`config.mk`:
```
export PLATFORM = sky130hd
export DESIGN_NAME = sacc_conversion_control
export DESIGN_NICKNAME = d
export VERILOG_FILES = /design/src/core/sacc_pkg.sv /design/src/core/sacc_conversion_control.sv /design/src/core/sacc_trial_step.sv
export VERILOG_INCLUDE_DIRS = /design/src /design/src/core
export SDC_FILE = /design/constraint.sdc
export NUM_CORES = 1
export LEC_CHECK = 0
export ABC_AREA = 0
export BUFFER_PORTS_ARGS = -buffer_cell sky130_fd_sc_hd__buf_2
export CAP_MARGIN = 20
export CELL_PAD_IN_SITES_DETAIL_PLACEMENT = 1
export CELL_PAD_IN_SITES_GLOBAL_PLACEMENT = 2
export CORE_UTILIZATION = 30
export DETAILED_ROUTE_END_ITERATION = 10
export PLACE_DENSITY = 0.85
export SYNTH_ARGS = -nofsm -noshare
export SYNTH_HDL_FRONTEND = slang
export SYNTH_SLANG_ARGS = --single-unit
```
`constraint.sdc`:
```
create_clock -name i_clk -period 1.3 [get_ports i_clk]
set_input_delay 0.195 -clock i_clk [delete_from_list [all_inputs] [get_ports i_clk]]
set_output_delay 0.195 -clock i_clk [all_outputs]
set_load 0.01 [all_outputs]
```
`src/core/sacc_defines.svh`:
```
/*
 Timing counts and code constants for the APPROXIMATION_REGISTER conversion control.
 Assumes a 10 MHz clock (100 ns period).
*/
`ifndef SACC_DEFINES_SVH
`define SACC_DEFINES_SVH
`define SACC_CLK_PERIOD_NS 100
`define SACC_RESULT_WIDTH 8
`define SACC_DRIVE_DELAY_NS 500
`define SACC_DRIVE_DELAY_CYC ((`SACC_DRIVE_DELAY_NS) / (`SACC_CLK_PERIOD_NS))
`define SACC_RELEASE_DELAY_NS 1500
`define SACC_RELEASE_DELAY_CYC ((`SACC_RELEASE_DELAY_NS) / (`SACC_CLK_PERIOD_NS))
`define SACC_CLEAR_PULSE_NS 2000
`define SACC_CLEAR_PULSE_CYC \
   (((`SACC_CLEAR_PULSE_NS) + (`SACC_CLK_PERIOD_NS) - 1) / (`SACC_CLK_PERIOD_NS))
`define SACC_MSB_MASK 8'h80
`define SACC_CODE_ZERO 8'h00
`endif

```
`src/core/sacc_pkg.sv`:
```
/*
 Types for the APPROXIMATION_REGISTER conversion control.
 Assumes nothing beyond the defines header.
*/
package sacc_pkg;
   typedef logic [7:0] sacc_code_type;
   typedef enum logic [2:0] {
      SACC_STANDBY = 3'b000,
      SACC_CONVERT = 3'b001,
      SACC_HALTED = 3'b010,
      SACC_DONE = 3'b011,
      SACC_RELEASE = 3'b100
   } sacc_state_type;
endpackage

```
`src/core/sacc_conversion_control.sv`:
```
/*
 Digital control of an 8-bit successive-approximation converter.
 Assumes a synchronous comparator input and a 10 MHz clock; the result pin
 level is resolved outside from o_data and o_data_oe.
*/
// Behaviour
// - Trial bits tested one at a time, MSB first, LSB last.
// - Keep bit when comparator says sum below input, else clear it.
// - After all bits decided, register holds the 8-bit result.
// - At completion, done flag falls low and result lines get driven.
// - Rising convert line releases result drivers and re-arms register.
// - Bipolar select grounded gives unipolar straight binary coding.
// - Bipolar select open gives offset binary, zero input 10000000.
// - Standby with convert line high: lines released, done flag high.
// - Falling convert line starts conversion; data driven within 500 ns of done.
// - About 1.5 us after line rises, done rises and data lines release.
// - Rise mid-conversion halts it; 2 us high pulse clears and restarts.
`include "sacc_defines.svh"
module sacc_conversion_control (
   input wire logic i_clk,
   input wire logic i_reset_n,
   input wire logic i_blank_convert_n,
   input wire logic i_sum_below,
   input wire logic i_bipolar_open,
   output logic o_conversion_done_n,
   output logic [7:0] o_data,
   output logic o_data_oe,
   output logic o_bipolar_offset_on,
   output logic [7:0] o_dac_code
);
   import sacc_pkg::*;

   sacc_state_type state, next_state;
   sacc_code_type approximation_register, next_approximation_register;
   sacc_code_type trial, next_trial;
   logic [4:0] timer, next_timer;
   logic [4:0] high_count, next_high_count;
   logic conversion_done_n, next_conversion_done_n;
   logic data_oe, next_data_oe;
   logic bipolar_offset_on, next_bipolar_offset_on;
   sacc_code_type step_code, step_trial;
   logic drive_due, release_due;

   // Saturating count of cycles since the line rose; stops once the clear length is reached
   function automatic logic [4:0] count_high(input logic [4:0] count);
      logic [4:0] result;
      result = count;
      if (count < 5'(`SACC_CLEAR_PULSE_CYC)) begin
         result = count + 5'h1;
      end
      return result;
   endfunction

   // Line high long enough to clear the converter
   function automatic logic pulse_cleared(input logic [4:0] count);
      return count >= 5'(`SACC_CLEAR_PULSE_CYC);
   endfunction

   // Wait counter on the last cycle of its span
   function automatic logic span_over(input logic [4:0] count, input logic [4:0] last);
      return count >= last;
   endfunction

   // Both delays share one timer: drive and release never overlap
   assign drive_due = span_over(timer, 5'(`SACC_DRIVE_DELAY_CYC - 1));
   assign release_due = span_over(timer, 5'(`SACC_RELEASE_DELAY_CYC - 1));

   sacc_trial_step u_step (
      .i_code(approximation_register),
      .i_trial(trial),
      .i_sum_below(i_sum_below),
      .o_code(step_code),
      .o_trial(step_trial)
   );

   always_comb begin
      next_state = state;
      next_approximation_register = approximation_register;
      next_trial = trial;
      next_timer = timer;
      next_high_count = high_count;
      next_conversion_done_n = conversion_done_n;
      next_data_oe = data_oe;
      // Offset current only switched between conversions so codes stay coherent
      next_bipolar_offset_on = bipolar_offset_on;
      case (state)
         SACC_STANDBY: begin
            next_conversion_done_n = 1'b1;
            next_data_oe = 1'b0;
            next_bipolar_offset_on = i_bipolar_open;
            if (!i_blank_convert_n) begin
               next_state = SACC_CONVERT;
               next_approximation_register = `SACC_MSB_MASK;
               next_trial = `SACC_MSB_MASK;
            end
         end
         SACC_CONVERT: begin
            if (i_blank_convert_n) begin
               next_state = SACC_HALTED;
               next_high_count = 5'd1;
            end else begin
               next_approximation_register = step_code;
               next_trial = step_trial;
               if (trial[0]) begin
                  next_state = SACC_DONE;
                  next_conversion_done_n = 1'b0;
                  next_timer = 5'd0;
               end
            end
         end
         SACC_HALTED: begin
            // Done flag and data lines left as they were
            if (!i_blank_convert_n) begin
               if (pulse_cleared(high_count)) begin
                  next_state = SACC_CONVERT;
                  next_approximation_register = `SACC_MSB_MASK;
                  next_trial = `SACC_MSB_MASK;
               end else begin
                  // Short glitch: resume where stopped
                  next_state = SACC_CONVERT;
               end
            end else begin
               next_high_count = count_high(high_count);
            end
         end
         SACC_DONE: begin
            if (!drive_due) begin
               next_timer = timer + 5'h1;
            end else begin
               next_data_oe = 1'b1;
            end
            if (i_blank_convert_n) begin
               next_state = SACC_RELEASE;
               next_timer = 5'h0;
               next_high_count = 5'h1;
            end
         end
         SACC_RELEASE: begin
            next_high_count = count_high(high_count);
            if (!release_due) begin
               next_timer = timer + 5'h1;
            end else begin
               next_conversion_done_n = 1'b1;
               next_data_oe = 1'b0;
               next_approximation_register = `SACC_CODE_ZERO;
               // Full span always kept, even if drivers never came on
               // Early low waits for the clear length, then starts afresh
               if (i_blank_convert_n || pulse_cleared(high_count)) begin
                  next_state = SACC_STANDBY;
               end
            end
         end
         default: begin
            next_state = SACC_STANDBY;
         end
      endcase
   end

   always_ff @(posedge i_clk) begin
      if (!i_reset_n) begin
         state <= SACC_STANDBY;
         approximation_register <= `SACC_CODE_ZERO;
         trial <= `SACC_CODE_ZERO;
         timer <= 5'd0;
         high_count <= 5'd0;
         conversion_done_n <= 1'b1;
         data_oe <= 1'b0;
         bipolar_offset_on <= 1'b0;
      end else begin
         state <= next_state;
         approximation_register <= next_approximation_register;
         trial <= next_trial;
         timer <= next_timer;
         high_count <= next_high_count;
         conversion_done_n <= next_conversion_done_n;
         data_oe <= next_data_oe;
         bipolar_offset_on <= next_bipolar_offset_on;
      end
   end

   // Output registers mirror state so every output is a flop
   always_ff @(posedge i_clk) begin
      if (!i_reset_n) begin
         o_conversion_done_n <= 1'b1;
         o_data <= `SACC_CODE_ZERO;
         o_data_oe <= 1'b0;
         o_bipolar_offset_on <= 1'b0;
         o_dac_code <= `SACC_CODE_ZERO;
      end else begin
         o_conversion_done_n <= next_conversion_done_n;
         o_data <= next_approximation_register;
         o_data_oe <= next_data_oe;
         o_bipolar_offset_on <= next_bipolar_offset_on;
         o_dac_code <= next_approximation_register;
      end
   end
endmodule // sacc_conversion_control

```
`src/core/sacc_trial_step.sv`:
```
/*
 One successive-approximation step: decides the current trial bit and
 places the next one. Assumes the comparator answer is valid for the trial.
*/
module sacc_trial_step (
   input wire logic [7:0] i_code,
   input wire logic [7:0] i_trial,
   input wire logic i_sum_below,
   output logic [7:0] o_code,
   output logic [7:0] o_trial
);
   always_comb begin
      // Keep bit when sum below input, else drop it; next bit set for trial
      o_code = i_sum_below ? i_code : (i_code & ~i_trial);
      o_trial = {1'b0, i_trial[7:1]};
      o_code = o_code | o_trial;
   end
endmodule // sacc_trial_step

```
==> flow_metrics.py <==
metrics = {
    "run_status": {
        "status": "finished, violations left",
        "violations": "setup timing",
    },
    "finish": {
        "ff_latch_area_sq_um": 655.6,
        "diodes": 0,
        "fin_nets": 266,
        "post-route-util_pct": 45.92,
        "num-fill-cells": 648,
        "multi_input_area_sq_mm": 0.001134,
        "drive_gt1_share_pct": 44.75,
        "areaGrowthSynthToFinish_pct": 47.95,
    },
    "yosys": {
        "async_flop_share_pct": 0,
        "synth_top_flop_cell": "dfxtp_1",
        "yosys_register_bits": 32,
        "synth_compound_area_share_pct": 26.72,
        "synthAdderAreaFrac_pct": 2.928,
        "post_synth_xor_area_fraction_pct": 0,
        "syn_area_sq_mm": 0.001709,
        "synth-edff-count": 0,
        "synthCells": 200,
        "yosysWarnings": 0,
        "avgSynthCellArea_sq_um": 8.546,
        "yosysSeqAreaShare_pct": 37.48,
        "synth.area.mux_share_pct": 2.416,
        "yosys.area_share.simple_pct": 21.89,
        "synth_top_family_by_area": "compound AO/OA/AOI/OAI gates",
        "synth.distinct_cells": 52,
        "syn_nets": 209,
    },
    "route": {
        "antenna_left": 0,
        "drt-initial-drc-count": 49,
        "via_count": 1727,
        "wl_um": 5323,
        "via_per_inst": 5.249,
        "wl_per_cell_um": 16.18,
        "drc": 0,
        "first_pass_iters": 4,
    },
    "worst_setup_path": {
        "crit_path_end_kind": "flop",
        "crit_type": "reg -> reg",
        "crit_fanout": 6,
        "cp-start-kind": "flop",
        "reg2reg_depth": 4,
        "cp_data_required_time_ns": 1.48,
        "arrival_ns": 1.68,
    },
    "sta": {
        "rsz0062_at_grt": "true",
        "skew_ns": 0.003397,
        "maxSlewHeadroom_pct": 78.64,
        "worst_slew_pin_slew_ns": 0.3194,
        "period_needed_ns": 1.502,
        "drv_slew": 0,
        "fmax_mhz": 665.9,
        "fin_crit_sh_pct": 115.5,
        "timing.final.ws_setup_ns": -0.2018,
        "setup_viol": 27,
        "setup_tns_ns": -3.426,
        "hold_viol": 0,
    },
    "power_and_ir_drop": {
        "fin_total_pwr_mw": 2.169,
        "power.density_mw_per_mm2": 857.9,
        "peakVddDrop_mv": 0.4480,
        "leakagePower_nw": 1.004,
    },
    "floorplanning": {
        "die_area_sq_mm": 0.006003,
        "ios": 24,
        "start_util_pct": 31.04,
        "row_count": 27,
        "core_area_sq_mm": 0.005507,
        "die_x_um": 77.48,
        "die_y_um": 77.48,
    },
    "min_path": {
        "hold_path_class": "in -> reg",
        "whs_path_depth": 3,
    },
    "flow_run": {
        "maxCapViolCount": 0,
    },
    "placed_design": {
        "hpwl_um": 3581,
        "dpl_worst_slack_ns": -0.3217,
        "port_buffers": 23,
        "gp_congestion": 0.8059,
    },
    "grt": {
        "grt_pass1_vias": 1802,
        "antenna_found_initial": 0,
        "overflow": 0,
        "grt_pass1_wl_um": 8811,
        "grt_max_degree": 15,
        "grtUsageTotal_pct": 18.96,
    },
    "clock_tree": {
        "cts_root_buf": "clkbuf_8",
        "clock_latency_ns": 0.29,
        "clkSinkCount": 32,
        "ctsLongestPathBuffers": 2,
        "cts_inserted_buffers": 5,
        "htree_levels": 2,
        "cts_tree": "yes",
        "clkTransAtPathRegs_ns": 0.07,
        "cts_hold_buf": 0,
    },
}
-- final cells by class --
| type | count | area share, % |
|---|---|---|
| Clock buffer | 7 | 3.810 |
| Inverter | 13 | 1.930 |
| Multi-Input combinational cell | 139 | 44.83 |
| Sequential cell | 32 | 25.93 |
| Tap cell | 72 | 3.563 |
| Timing Repair Buffer | 66 | 19.94 |
-- metrics by stage --
stage	hold WS (ns)	instance area, sq um	instances
global placement	0.4336	2128	312
CTS	0.1539	2427	326
detailed placement	0.4556	2128	312
global route	0.1574	2529	329
floorplan	0.3422	1749	200
finish	0.1520	2529	329
-- critical path, stage by stage (launching register included) --
cell and delay (ns):
dfxtp_4 0.37, or3_4 0.40, o22ai_4 0.28, nand3_1 0.12
a32o_1 0.23
-- where the power goes --
part | internal (mW) | switching (mW) | leakage, nW
logic | 0.142 | 0.170 | 0.691
registers | 0.990 | 0.0204 | 0.262
clock network | 0.472 | 0.375 | 0.0503
-- cells in the mapped netlist, types with 3 or more instances --
master	count	area, sq um
nand3_1	10	50.05
nor2_1	8	30.03
inv_1	13	48.80
and3_1	4	25.02
dfxtp_1	32	640.6
a31oi_1	4	25.02
clkbuf_1	6	22.52
a21oi_1	17	85.08
o21ai_0	13	65.06
buf_4	8	60.06
nand2_1	13	48.80
ha_1	4	50.05
nor3_1	5	25.02
o21bai_1	3	22.52
a32o_1	4	40.04
nand2b_1	4	25.02
buf_2	3	15.01
o21ai_1	3	15.01
mux2i_1	3	30.03
nand4_1	7	43.79
-- what timing repair did --
item	CTS	global route
endpoints found under the setup margin	29	30
resized for setup	36	17
pin swaps	13	10
cloned	2	0
hold endpoints to repair	0	0
buffers inserted	5	3
-- cells by family after synthesis --
kind of cell / after synthesis
fa+ha+maj: 4
mux: 4
simple gates: 64
compound gates: 66
buf+inv: 30
flops: 32
-- metal layers --
layer | track usage (%) | routed length (um)
met1 | 22.68 | 2353
met2 | 31.50 | 2714
met3 | 4.353 | 126
met4 | 9.811 | 128
met5 | 0 | 0
-- cell usage in the layout (no fill, tap or decap), types with 2 or more instances in the layout --
cell type / Yosys / final
buf_4: 8 / 30
dfxtp_1: 32 / 28
buf_2: 3 / 23
nand2_1: 13 / 13
inv_1: 13 / 12
buf_6: 0 / 11
a21oi_1: 17 / 10
o21ai_0: 13 / 9
a21oi_2: 0 / 7
nand3_1: 10 / 7
nor2_1: 8 / 7
nand4_1: 7 / 7
clkbuf_8: 0 / 7
a31oi_1: 4 / 4
nand2b_1: 4 / 4
and3_1: 4 / 4
o21ai_1: 3 / 4
a32o_1: 4 / 4
ha_1: 4 / 4
dfxtp_4: 0 / 4
o21bai_1: 3 / 3
mux2i_1: 3 / 3
o21ai_2: 1 / 3
nand3_2: 1 / 2
nand3_4: 0 / 2
nor2b_4: 0 / 2
o211a_1: 2 / 2
nor3_4: 0 / 2
nor3_1: 5 / 2
o221a_1: 2 / 2
o22ai_2: 0 / 2
buf_12: 0 / 2
-- state kept, by name, summed over array words and instances, names as in the netlist --
signal / flops
high_count: 5
state: 3
o_conversion_done_n: 1
o_data_oe: 1
timer: 5
o_dac_code: 8
trial: 8
o_bipolar_offset_on: 1
-- path summary, 6_finish.rpt --
check,startpoint,to,slack [ns]
min,i_bipolar_open,o_bipolar_offset_on,0.15
max reg2reg,state[0],o_dac_code[5],-0.20
max,state[0],o_dac_code[5],-0.20
min reg2reg,o_data_oe,o_data_oe,0.49
No activity file was read; power rests on OpenSTA's default activity.
